[src/inc/mcsd_pkg.sv]
// constants shared by both ends of the memory chip-select decoder
// assumes a 16-bit data, 20-bit address external bus and 8 ram chips
// What this block does
// - bus is 16 data bits, 20 address bits
// - ram lower lane enabled when A0 low
// - ram upper lane follows high-byte strobe
// - both lanes low transfers whole word
// - master puts cpu full words on even addresses; camera words go to camAddr unrounded
// - camera word enable forces both lanes on
// - 10-bit pixel stored as 16-bit word
// - ram gets A1-A18, roms get A1-A17
// - A19 picks ram chip within window
// - flash selected: region select low, A18 high
// - prom selected: region select low, A18 low
// - two byte roms act as one word device
// - ram select ANDs controller and camera selects
// - five selects plus A18/A19 give 10 outputs
// - region select low when no other select
// - window config: 12-bit start, 4-bit length
// - shared output enable for all reads
// - shared write strobe; prom write via jumper
package mcsd_pkg;
    localparam int DATA_W      = 16;
    localparam int ADDR_W      = 20;
    localparam int FULL_ADDR_W = 24;
    localparam int CS_N        = 5;
    localparam int RAM_N       = 8;
    localparam int PIXEL_W     = 10;
    localparam int RAM_ADDR_W  = 18;
    localparam int ROM_ADDR_W  = 17;
    localparam int ROM_BANK_BIT = 18;
    localparam int RAM_CHIP_BIT = 19;
    localparam int WIN_START_W = 12;
    localparam int WIN_LEN_W   = 4;
    localparam int WIN_PAGE_LSB = 12;
    localparam int WIN_N       = 4;
    // window config word: start in [15:4], length in [3:0]
    localparam int WIN_START_LSB = 4;
    localparam int WIN_LEN_LSB   = 0;
    localparam logic [15:0] WIN_RST [WIN_N] =
        '{16'h0808, 16'h1808, 16'h2808, 16'h3808};
    localparam logic [DATA_W-1:0] DATA_RST = 16'h0000;

    typedef enum logic [1:0]
    {
        MCSD_IDLE   = 2'b00,
        MCSD_ACCESS = 2'b01,
        MCSD_CAMWR  = 2'b10
    } mcsd_state_t;
endpackage

[src/inc/mcsd_bus_if.sv]
// signals between the bus-master end and the chip-select decoder
// assumes both ends are joined by the testbench
`timescale 1ns/1ns
interface mcsd_bus_if;
    logic [mcsd_pkg::CS_N-1:0]   csN;
    logic [mcsd_pkg::ADDR_W-1:0] addr;
    logic                        highByteStrobeN;
    logic                        rdN;
    logic                        wrN;
    logic                        camWordEn;
    logic [mcsd_pkg::RAM_N-1:0]  camSegSelN;
    logic [mcsd_pkg::DATA_W-1:0] dataOut;
    logic                        dataOe;

    modport master
    (
        output csN, addr, highByteStrobeN, rdN, wrN,
        output camWordEn, camSegSelN, dataOut, dataOe
    );
    modport decoder
    (
        input csN, addr, highByteStrobeN, rdN, wrN,
        input camWordEn, camSegSelN, dataOut, dataOe
    );
endinterface

[src/logic/mcsd_bus_master.sv]
// bus master end: controller windows, access strobes and camera writes
// assumes one request at a time; ready shows when the next is taken
`timescale 1ns/1ns
module mcsd_bus_master
(
    input  wire logic                            clock,
    input  wire logic                            sys_rst,
    mcsd_bus_if.master                           bus,
    input  wire logic [15:0]                     windowConfig [mcsd_pkg::WIN_N],
    input  wire logic                            reqValid,
    input  wire logic                            reqWrite,
    input  wire logic                            reqByte,
    input  wire logic [mcsd_pkg::FULL_ADDR_W-1:0] reqAddr,
    input  wire logic [mcsd_pkg::DATA_W-1:0]     reqData,
    input  wire logic                            camCapture,
    input  wire logic                            camPixelValid,
    input  wire logic [mcsd_pkg::PIXEL_W-1:0]    camPixel,
    input  wire logic [2:0]                      camRamIdx,
    input  wire logic [mcsd_pkg::ADDR_W-1:0]     camAddr,
    output logic                                 reqReady,
    output logic                                 misaligned
);
    ////////////////////////////////////////////////////////////////////
    mcsd_pkg::mcsd_state_t state_ff;
    mcsd_pkg::mcsd_state_t nxt_state;
    logic [mcsd_pkg::CS_N-1:0] csN_ff;
    logic [mcsd_pkg::ADDR_W-1:0] addr_ff;
    logic hbeN_ff, rdN_ff, wrN_ff, wordEn_ff, dataOe_ff;
    logic [mcsd_pkg::RAM_N-1:0] segN_ff;
    logic [mcsd_pkg::DATA_W-1:0] data_ff;
    logic ready_ff, misaligned_ff;

    // window hit: page within [start, start + 2^len)
    logic [mcsd_pkg::WIN_N-1:0] winHit;
    wire [11:0] reqPage = reqAddr[mcsd_pkg::FULL_ADDR_W-1:
                                  mcsd_pkg::WIN_PAGE_LSB];
    genvar w;
    generate
        for (w = 0; w < mcsd_pkg::WIN_N; w++)
        begin : g_win
            wire [11:0] start = windowConfig[w][15:mcsd_pkg::WIN_START_LSB];
            wire [3:0]  len   = windowConfig[w][3:mcsd_pkg::WIN_LEN_LSB];
            wire [12:0] lim   = {1'b0, start} + (13'h0001 << len);
            assign winHit[w] = (reqPage >= start) &&
                               ({1'b0, reqPage} < lim);
        end
    endgenerate
    // first window wins; region select catches everything else
    wire [mcsd_pkg::CS_N-1:0] nxtCsN =
        winHit[0] ? 5'h1d : winHit[1] ? 5'h1b :
        winHit[2] ? 5'h17 : winHit[3] ? 5'h0f : 5'h1e;
    wire wordAcc = ~reqByte;
    // odd full-word requests are rounded down to the even address
    wire [mcsd_pkg::ADDR_W-1:0] reqBusAddr =
        {reqAddr[mcsd_pkg::ADDR_W-1:1], reqAddr[0] & reqByte};
    wire reqHbeN = reqByte & ~reqAddr[0];
    wire [mcsd_pkg::RAM_N-1:0] camSegN = ~(8'h01 << camRamIdx);
    // ready gates the request take so the first edge after reset takes no cpu request; a camera write is not gated
    wire takeReq = (state_ff == mcsd_pkg::MCSD_IDLE) && ready_ff &&
                   reqValid && ~camCapture;
    wire takeCam = (state_ff == mcsd_pkg::MCSD_IDLE) && camCapture &&
                   camPixelValid;

    always_comb
    begin
        nxt_state = mcsd_pkg::MCSD_IDLE;
        case (state_ff)
            mcsd_pkg::MCSD_IDLE:
                nxt_state = takeCam ? mcsd_pkg::MCSD_CAMWR :
                            takeReq ? mcsd_pkg::MCSD_ACCESS :
                            mcsd_pkg::MCSD_IDLE;
            default:
                nxt_state = mcsd_pkg::MCSD_IDLE;
        endcase
    end

    ////////////////////////////////////////////////////////////////////
    always_ff @(posedge clock)
    begin
        if (sys_rst)
        begin
            state_ff      <= mcsd_pkg::MCSD_IDLE;
            csN_ff        <= 5'h1e;
            addr_ff       <= 20'h00000;
            hbeN_ff       <= 1'b1;
            rdN_ff        <= 1'b1;
            wrN_ff        <= 1'b1;
            wordEn_ff     <= 1'b0;
            segN_ff       <= 8'hff;
            data_ff       <= mcsd_pkg::DATA_RST;
            dataOe_ff     <= 1'b0;
            ready_ff      <= 1'b0;
            misaligned_ff <= 1'b0;
        end
        else
        begin
            state_ff <= nxt_state;
            ready_ff <= (nxt_state == mcsd_pkg::MCSD_IDLE);
            rdN_ff   <= ~(takeReq & ~reqWrite);
            wrN_ff   <= ~(takeCam | (takeReq & reqWrite));
            dataOe_ff <= takeCam | (takeReq & reqWrite);
            wordEn_ff <= takeCam;
            segN_ff   <= takeCam ? camSegN : 8'hff;
            if (takeCam)
            begin
                addr_ff <= camAddr;
                csN_ff  <= 5'h1e;
                hbeN_ff <= 1'b1;
                data_ff <= {6'h00, camPixel};
            end
            else if (takeReq)
            begin
                addr_ff <= reqBusAddr;
                csN_ff  <= nxtCsN;
                hbeN_ff <= reqHbeN & ~wordAcc;
                data_ff <= reqData;
                misaligned_ff <= wordAcc & reqAddr[0];
            end
            else
            begin
                csN_ff  <= 5'h1e;
                hbeN_ff <= 1'b1;
            end
        end
    end

    assign bus.csN             = csN_ff;
    assign bus.addr            = addr_ff;
    assign bus.highByteStrobeN = hbeN_ff;
    assign bus.rdN             = rdN_ff;
    assign bus.wrN             = wrN_ff;
    assign bus.camWordEn       = wordEn_ff;
    assign bus.camSegSelN      = segN_ff;
    assign bus.dataOut         = data_ff;
    assign bus.dataOe          = dataOe_ff;
    assign reqReady            = ready_ff;
    assign misaligned          = misaligned_ff;
endmodule

[src/flat_wrapper.sv]
// flat-port wrapper written by rule: the top's interface ports become plain ports
module mcsd_bus_master_flat 
  (clock, sys_rst, windowConfig, reqValid, reqWrite, reqByte, reqAddr, reqData, camCapture, camPixelValid, camPixel, camRamIdx, camAddr, reqReady, misaligned, bus_csN, bus_addr, bus_highByteStrobeN, bus_rdN, bus_wrN, bus_camWordEn, bus_camSegSelN, bus_dataOut, bus_dataOe);
  mcsd_bus_if bus_i ();
  input  wire logic clock;
  input  wire logic sys_rst;
  input  wire logic [15:0] windowConfig[mcsd_pkg::WIN_N];
  input  wire logic reqValid;
  input  wire logic reqWrite;
  input  wire logic reqByte;
  input  wire logic [mcsd_pkg::FULL_ADDR_W-1:0] reqAddr;
  input  wire logic [mcsd_pkg::DATA_W-1:0] reqData;
  input  wire logic camCapture;
  input  wire logic camPixelValid;
  input  wire logic [mcsd_pkg::PIXEL_W-1:0] camPixel;
  input  wire logic [2:0] camRamIdx;
  input  wire logic [mcsd_pkg::ADDR_W-1:0] camAddr;
  output logic reqReady;
  output logic misaligned;
  output wire logic [$bits(bus_i.csN)-1:0] bus_csN;
  output wire logic [$bits(bus_i.addr)-1:0] bus_addr;
  output wire logic [$bits(bus_i.highByteStrobeN)-1:0] bus_highByteStrobeN;
  output wire logic [$bits(bus_i.rdN)-1:0] bus_rdN;
  output wire logic [$bits(bus_i.wrN)-1:0] bus_wrN;
  output wire logic [$bits(bus_i.camWordEn)-1:0] bus_camWordEn;
  output wire logic [$bits(bus_i.camSegSelN)-1:0] bus_camSegSelN;
  output wire logic [$bits(bus_i.dataOut)-1:0] bus_dataOut;
  output wire logic [$bits(bus_i.dataOe)-1:0] bus_dataOe;
  assign bus_csN = bus_i.csN;
  assign bus_addr = bus_i.addr;
  assign bus_highByteStrobeN = bus_i.highByteStrobeN;
  assign bus_rdN = bus_i.rdN;
  assign bus_wrN = bus_i.wrN;
  assign bus_camWordEn = bus_i.camWordEn;
  assign bus_camSegSelN = bus_i.camSegSelN;
  assign bus_dataOut = bus_i.dataOut;
  assign bus_dataOe = bus_i.dataOe;
  mcsd_bus_master u_core (.clock(clock), .sys_rst(sys_rst), .bus(bus_i), .windowConfig(windowConfig), .reqValid(reqValid), .reqWrite(reqWrite), .reqByte(reqByte), .reqAddr(reqAddr), .reqData(reqData), .camCapture(camCapture), .camPixelValid(camPixelValid), .camPixel(camPixel), .camRamIdx(camRamIdx), .camAddr(camAddr), .reqReady(reqReady), .misaligned(misaligned));
endmodule
[config.mk]
export PLATFORM = sky130hd
export DESIGN_NAME = mcsd_bus_master_flat
export DESIGN_NICKNAME = d
export VERILOG_FILES = /design/src/inc/mcsd_pkg.sv /design/src/inc/mcsd_bus_if.sv /design/src/logic/mcsd_bus_master.sv /design/src/flat_wrapper.sv
export SDC_FILE = /design/constraint.sdc
export NUM_CORES = 1
export LEC_CHECK = 0
export BUFFER_PORTS_ARGS = -buffer_cell sky130_fd_sc_hd__buf_2
export CAP_MARGIN = 20
export CORE_ASPECT_RATIO = 1.5
export CORE_MARGIN = 2
export CORE_UTILIZATION = 52
export CTS_CLUSTER_SIZE = 25
export DETAILED_ROUTE_END_ITERATION = 12
export PLACE_DENSITY = 0.86
export SLEW_MARGIN = 40
export SYNTH_ARGS = -nofsm -noshare
export SYNTH_HDL_FRONTEND = slang
export SYNTH_SLANG_ARGS = --single-unit
[constraint.sdc]
create_clock -name clock -period 7.3 [get_ports clock]
set_clock_uncertainty 0.2 [all_clocks]
set_input_delay 2.19 -clock clock [delete_from_list [all_inputs] [get_ports clock]]
set_output_delay 2.19 -clock clock [all_outputs]
set_load 0.03 [all_outputs]
# Word-level counts from Yosys, hierarchy flattened
# Cells that the tools add are included.
# word_totals
regBits,58
input_bits,144
wordCells,79
# op_classes
n_addsub,4
magnitude_cmp,8
shift,5
muxes,11
n_bitwise,16
reduce_logical,19
# op_table
operator,count
adder 12 x 13 -> 13 bit,4
< comparator 12 x 13 -> 1 bit,4
"left shift 1 x 4 -> 13 bit, first input constant",4
greater-or-equal comparator 12 bit,4
two-way mux 20 bit,2
two-way mux 10 bit,2
logical AND 1 bit,9
NOT 1 bit,8
NOT 8 bit,1
"left shift 1 x 3 -> 8 bit, first input constant",1
AND 1 bit,6
two-way mux 2 bit,3
OR reduction 6 bit,1
two-way mux 5 bit,1
OR reduction 5 bit,1
zero test 2 bit,2
two-way mux 4 bit,1
OR reduction 2 bit,2
OR reduction 4 bit,1
two-way mux 3 bit,1
OR reduction 3 bit,1
AND reduction 2 bit,1
nonzero test 2 bit,1
two-way mux 1 bit,1
bitwise OR 1 bit,1

# Longest topological paths before layout
# Gate-level depths: netlist of run 1.
# logic_depth
word_depth,8
depth_mapped,20
mapped_depth_nobuf,20

# Worst setup path before layout of run 1
# No wires, ideal clock.
# synth_timing
path_kind,input port to flip-flop
startpoint,input port windowConfig[3] (netlist bit)
endpoint,"register u_core.csN_ff, in the netlist u_core.bus.csN[0]"
arrival_ns,5.619
t_required_ns,7.041
slack_ns,1.422
cell_stages,19
path_buffers,0
cell_sequence,nand2b_1 or3_1 inv_1 ha_1 a21o_1 a21oi_1 nor2b_1 o21a_1 nor2_1 xor2_1 ha_1 a21o_1 a2111oi_2 o21ai_1 a2111oi_2 nor3_1 a221oi_2 or2_1 o31a_1
# synth_via
elab_chain_cells,8
# synth_lines
item,line,rtl
from (decl),flat_wrapper.sv:7,input wire logic [15:0] windowConfig[mcsd_pkg::WIN_N];
left shift 1 x 4 -> 13 bit,mcsd_bus_master.sv:43,"wire [12:0] lim = {1'b0, start} + (13'h0001 << len);"
adder 12 x 13 -> 13 bit,mcsd_bus_master.sv:43,
< comparator 12 x 13 -> 1 bit,mcsd_bus_master.sv:45,"({1'b0, reqPage} < lim);"
logical AND 1 bit,mcsd_bus_master.sv:44,assign winHit[w] = (reqPage >= start) &&
two-way mux 5 bit,mcsd_bus_master.sv:51,winHit[2] ? 5'h17 : winHit[3] ? 5'h0f : 5'h1e;
two-way mux 4 bit,mcsd_bus_master.sv:51,
two-way mux 3 bit,mcsd_bus_master.sv:50,winHit[0] ? 5'h1d : winHit[1] ? 5'h1b :
two-way mux 2 bit,mcsd_bus_master.sv:50,
to (signal assigned),mcsd_bus_master.sv:114,csN_ff <= nxtCsN;
to (decl),mcsd_bus_master.sv:26,logic [mcsd_pkg::CS_N-1:0] csN_ff;
# Every way passes these cells.
# A chain may end at the register's enable or synchronous reset.

# Final worst setup path of run 1
# layout_timing
startpoint,input port windowConfig[51] (netlist bit)
endpoint,"register u_core.csN_ff, in the netlist u_core.bus.csN[4]"
# layout_via
elab_chain_cells,5
# layout_lines
item,line
left shift 1 x 4 -> 13 bit,mcsd_bus_master.sv:43
adder 12 x 13 -> 13 bit,mcsd_bus_master.sv:43
< comparator 12 x 13 -> 1 bit,mcsd_bus_master.sv:45
logical AND 1 bit,mcsd_bus_master.sv:44
OR reduction 6 bit (no source line),n/a
# Every way passes these cells.

==> flow_summary.json, run 1 <==
{
  "status": "complete, no violations",
  "grt_max_degree": 65,
  "placed_cell_area_um2": 7690,
  "finalHoldViolCount": 0,
  "insertion_delay_ps": 320,
  "relSlewSlack_pct": 48.5,
  "areaGrowthSynthToFinish_pct": 22.3,
  "port_buffers": 199,
  "netlist_instances": 843,
  "worstPathArrival_ps": 6040,
  "dr.pass1.iters": 5,
  "die-area_um2": 13500,
  "worstPathMaxFanout": 7,
  "core_area_um2": 12400,
  "fin_crit_sh_pct": 81.9,
  "cts_tree": "built",
  "ant_nets": 0,
  "async_flop_share_pct": 0,
  "clockBufferDepth": 2,
  "synthMuxAreaShare_pct": 0,
  "worst_pin_slew_ps": 772,
  "fillCellCount": 1089,
  "wl_per_cell_um": 15.7,
  "grt.overflow.total": 0,
  "post-route-min-period_ps": 5980,
  "ctsResizeCount": 0,
  "route.final.wire_length_um": 18800,
  "clkTransAtPathRegs_ps": 50,
  "cts_made_buffers": 9,
  "hold_buffers": 0,
  "cts_sinks": 58,
  "yosys_warnings": 0,
  "worstSetupPathType": "input port to flop",
  "switching_share_pct": 32.4,
  "vias": 6845,
  "synth_top_family_by_area": "adder cells",
  "peakVddDrop_mv": 0.138,
  "hold_ws_ps": 252,
  "pin_count": 200,
  "place_congestion": 0.933,
  "die_w_um": 95.6,
  "antenna_found_initial": 0,
  "mostFrequentLayoutCells": "buf_2 (199), ha_1 (140), nand2_1 (100)",
  "htreeDepth": 3,
  "ys_types": 54,
  "synthXorXnorAreaFrac_pct": 5.35,
  "antennaDiodeCount": 0,
  "finalNetCount": 1323,
  "drive_above_1_share_pct": 22.6,
  "intPower_mw": 0.797,
  "maxCapViolCount": 0,
  "layout_commonest_cell": "buf_2",
  "cp.required_ps": 7350,
  "rows": 50,
  "maxClockFrequency_mhz": 167,
  "dp_hpwl_um": 15400,
  "synthAdderAreaFrac_pct": 28.0,
  "power.leakage_nw": 4.12,
  "yosys.area_share.simple_pct": 23.3,
  "worstSetupEndpointType": "flop",
  "grt_pass1_wl_um": 29900,
  "rsz0062_at_grt": "false",
  "startpoint_type": "input port",
  "cts_setup_buffers": 0,
  "holdCritPathClass": "flop to flop",
  "grt_pass1_vias": 6671,
  "synth_area_per_cell_um2": 7.77,
  "power_per_cell_area_nw_per_um2": 147,
  "setup_viol": 0,
  "switchingPower_mw": 0.381,
  "synth_ff_type": "dfxtp_1",
  "pwr-share-seq_pct": 29.0,
  "final.setup.tns_ps": 0,
  "multiInputGateArea_um2": 5100,
  "synth_area_um2": 6550,
  "finalInstanceArea_um2": 8010,
  "clockRootBuffer": "clkbuf_16",
  "synth_edf_count": 0,
  "p_comb_share_pct": 33.6,
  "gr-usage-all-layers_pct": 27.7,
  "vias_per_cell": 5.72,
  "regArea_um2": 1160,
  "dieHeight_um": 141,
  "synth.yosys.seq_area_share_pct": 17.7,
  "synth_seq_cells": 58,
  "synth_nets": 1131,
  "total_power_mw": 1.18,
  "maxSlewViolCount": 0,
  "drc": 0,
  "start_util_pct": 52.9,
  "p_clk_share_pct": 37.4,
  "synth_compound_area_share_pct": 21.0,
  "drt_iter0_drc": 219
}
## worst paths after layout
kind                           from                     end  slack [ps]  cells past startpoint
max                windowConfig[51]       u_core.bus.csN[4]        1320                     20
min          u_core.bus.dataOut[10]  u_core.bus.dataOut[10]         250                      2
max reg2reg      u_core.state_ff[1]          u_core.bus.wrN        5030                      6
min reg2reg  u_core.bus.dataOut[10]  u_core.bus.dataOut[10]         250                      2
## logic make-up (layout without fill, tap and decap cells)
group | Yosys count | count (layout)
buffers and inverters | 80 | 277
XOR/XNOR | 40 | 40
AND/OR/NAND/NOR | 328 | 328
flip-flops | 58 | 58
AO/OA/AOI/OAI | 193 | 193
adder cells (fa/ha/maj) | 144 | 144
## per-layer routing
layer | part of all wire [%] | global-route usage (%)
met1 | 38 | 29.2
met2 | 50 | 50.9
met3 | 6.5 | 3.72
met4 | 5.7 | 15.7
met5 | 0 | 0
## layout make-up
type / count / area share [%]
Multi-Input combinational cell: 705 / 63.6
Sequential cell: 58 / 14.5
Timing Repair Buffer: 201 / 12.6
Clock buffer: 9 / 2.81
Inverter: 60 / 2.81
Tap cell: 156 / 2.44
Clock inverter: 7 / 1.17
## power groups by stage
stage	logic, mW	registers [mW]	clock network, mW
floorplan	0.226	0.380	0
global placement	0.381	0.347	0
detailed placement	0.393	0.348	0
CTS	0.395	0.342	0.447
global route	0.444	0.343	0.465
finish	0.395	0.342	0.441
## sequential cells by signal, summed over array words and instances (netlist names)
name,flops
u_core.state_ff,2
u_core.bus.dataOe,1
u_core.bus.csN,5
u_core.bus.addr,20
u_core.bus.wrN,1
u_core.reqReady,1
u_core.bus.camWordEn,1
u_core.bus.highByteStrobeN,1
u_core.misaligned,1
u_core.bus.rdN,1
u_core.bus.dataOut,16
u_core.bus.camSegSelN,8
## cells in the mapped netlist, types with 6 or more instances
library cell / n / area (µm²)
xnor2_1: 11 / 96.3
nor2b_1: 11 / 68.8
nand2_1: 100 / 375
nand2b_1: 24 / 150
a311oi_1: 29 / 254
dfxtp_1: 58 / 1160
inv_1: 60 / 225
o21a_1: 13 / 97.6
and3_1: 6 / 37.5
a21o_1: 26 / 195
o21ai_0: 30 / 150
a31oi_1: 6 / 37.5
ha_1: 140 / 1750
nand3_1: 18 / 90.1
nor3_1: 36 / 180
o211ai_1: 6 / 45.0
or3_1: 15 / 93.8
nand4_1: 6 / 37.5
nor2_1: 90 / 338
clkbuf_1: 17 / 63.8
xor2_1: 29 / 254
a21oi_1: 44 / 220
## worst max-delay path, stage by stage
cell	delay (ps)
buf_2	130
nand2b_1	180
or3_1	400
inv_1	90
ha_1	220
a21o_1	160
a21oi_1	230
nor2b_1	90
o21a_1	190
o31ai_1	260
o21ai_0	170
o211ai_1	220
xor2_1	160
ha_1	260
nand3_1	90
a21oi_1	40
a221o_1	330
a221oi_2	330
nor3_1	130
nand4bb_1	160
## metrics by stage
step	cells	utilization [%]	setup WS, ps
after global placement	1180	62.1	1110
after CTS	1196	64.6	1310
after global routing	1196	64.6	1030
final	1196	64.6	1320
after floorplan	843	-	1420
after detailed placement	1180	62.1	986
Note: power is estimated with default switching activity, not from simulation.
==> inputs of run 2 (changes only) <==
CORE_UTILIZATION = 48   (was 52)
PLACE_DENSITY = 0.83   (was 0.86)
clock period = 5.5 ns   (was 7.3 ns; I/O delays follow)
==> run 2 against run 1 <==
Against the previous run:
- sequential share of layout area decreased by 0.67 points
- sequential cell count did not move
- clock-buffer cell count increased by 1
- critical path depth up 1
- sequential power is 33% higher
- via count increased by 2.6%
- utilization fell by 2.0 points
- total power rose by 37%
- cell count up 3.4%
- critical endpoint is now u_core.bus.csN[0]
==> flow_summary.json, run 2 (synthesis results as in run 1) <==
{
  "status": "complete, no violations",
  "total_power_mw": 1.61,
  "port_buffers": 199,
  "dp_slack_ps": -223,
  "maxCapViolCount": 0,
  "wl_per_cell_um": 15.9,
  "worstPathArrival_ps": 5360,
  "post-route-min-period_ps": 5300,
  "multiInputGateArea_um2": 5200,
  "cts_made_buffers": 9,
  "start_util_pct": 48.9,
  "drive_above_1_share_pct": 26.6,
  "p_clk_share_pct": 37.2,
  "worstSetupPathType": "input port to flop",
  "busiest_layer": "met2",
  "startpoint_type": "input port",
  "r2r_slack_ps": 3330,
  "cts_sinks": 58,
  "pin_count": 200,
  "fin_crit_sh_pct": 96.3,
  "largest_reg_flops": 20,
  "relSlewSlack_pct": 48.4,
  "mostFrequentLayoutCells": "buf_2 (198), ha_1 (138), nand2_1 (100)",
  "layout_commonest_cell": "buf_2",
  "worst_pin_slew_ps": 774,
  "final.setup.tns_ps": 0,
  "holdCritPathClass": "flop to flop",
  "die-area_um2": 14600,
  "finalHoldViolCount": 0,
  "intPower_mw": 1.09,
  "route.final.wire_length_um": 19700,
  "vias_per_cell": 5.68,
  "clockBufferDepth": 2,
  "pwr-share-seq_pct": 28.2,
  "power_per_cell_area_nw_per_um2": 192,
  "worstPathMaxFanout": 2,
  "drc": 0,
  "rows": 52,
  "clockRootBuffer": "clkbuf_16",
  "setup_viol": 0,
  "finalInstanceArea_um2": 8400,
  "peakVddDrop_mv": 0.145,
  "power.leakage_nw": 4.29,
  "ant_nets": 0,
  "dieHeight_um": 147,
  "grt.overflow.total": 0,
  "grt_pass1_wl_um": 30900,
  "grtUsageMet2_pct": 50.3,
  "grt_pass1_vias": 6800,
  "insertion_delay_ps": 320,
  "place_congestion": 0.939,
  "core_area_um2": 13400,
  "cp.required_ps": 5560,
  "antenna_found_initial": 1,
  "vias": 7026,
  "maxClockFrequency_mhz": 189,
  "drt_iter0_drc": 217,
  "maxSlewViolCount": 0,
  "regArea_um2": 1160,
  "clkTransAtPathRegs_ps": 50,
  "setup_ws_ps": 204,
  "worstSetupEndpointType": "flop",
  "dr.pass1.iters": 4,
  "gr-usage-all-layers_pct": 26.0,
  "htreeDepth": 3,
  "switching_share_pct": 32.2,
  "die_w_um": 99.4,
  "grt.met3_usage_pct": 3.85,
  "finalNetCount": 1357,
  "fin_util_pct": 62.7,
  "areaGrowthSynthToFinish_pct": 28.2,
  "switchingPower_mw": 0.520,
  "fillCellCount": 1161,
  "met1_usage_pct": 27.0,
  "p_comb_share_pct": 34.6,
  "cts_tree": "built",
  "grt_max_degree": 64,
  "dp_hpwl_um": 15700,
  "placed_cell_area_um2": 7930
}
==> run 2: through the flow <==
step	hold slack (ps)	instances
6_report	252	1237
5_1_grt	279	1237
4_1_cts	251	1233
3_5_place_dp	244	1217
3_3_place_gp	239	1217
2_1_floorplan	384	843
==> run 2: final timing paths <==
path | endpoint | from | cells after the start
worst min register to register | u_core.bus.dataOut[11] | u_core.bus.dataOut[11] | 2
worst max register to register | u_core.bus.dataOe | u_core.state_ff[1] | 6
worst min-delay path | u_core.bus.dataOut[11] | u_core.bus.dataOut[11] | 2
worst max-delay path | u_core.bus.csN[0] | windowConfig[3] | 21
==> run 2: worst max-delay path, stage by stage <==
cell and delay, ps:
buf_6 100, nand2b_4 130, or3_4 370, inv_2 70, ha_4 180, a21o_1 160, a21oi_2 150, nor2b_1 60
o21a_1 220, o31ai_4 300, o21ai_2 120, nor2_2 140, xor2_1 170, ha_1 250, o21ai_0 70, nor2_1 70
a2111oi_2 390, nor3_1 110, a221oi_2 360, or2_1 150, o31a_1 130
==> run 2: power groups by stage <==
stage / Clock (mW) / Sequential (mW) / Combinational, mW
global route: 0.626 / 0.456 / 0.622
floorplan: 0 / 0.504 / 0.300
detailed placement: 0 / 0.463 / 0.540
CTS: 0.605 / 0.454 / 0.545
finish: 0.600 / 0.454 / 0.559
global placement: 0 / 0.462 / 0.524
==> run 2: repair_timing <==
action / CTS / global route
resized for setup: 0 / 25
hold buffers: 0 / 0
endpoints found under the setup margin: 0 / 4
setup buffers: 0 / 3
==> run 2: metal layers <==
| layer | vias up | share of wire (%) |
|---|---|---|
| met3 | 48 | 5.3 |
| met5 | - | 0 |
| met2 | 222 | 53 |
| met1 | 3263 | 38 |
| li1 | 3493 | - |
| met4 | 0 | 3.6 |
==> run 2: layout make-up <==
cell class | count | share of cell area, %
multi-input combinational | 705 | 61.9
timing repair buffer | 235 | 15.2
sequential | 58 | 13.8
clock buffer | 10 | 2.85
inverter | 60 | 2.68
tap | 162 | 2.41
clock inverter | 6 | 1.06
antenna | 1 | 0.0298
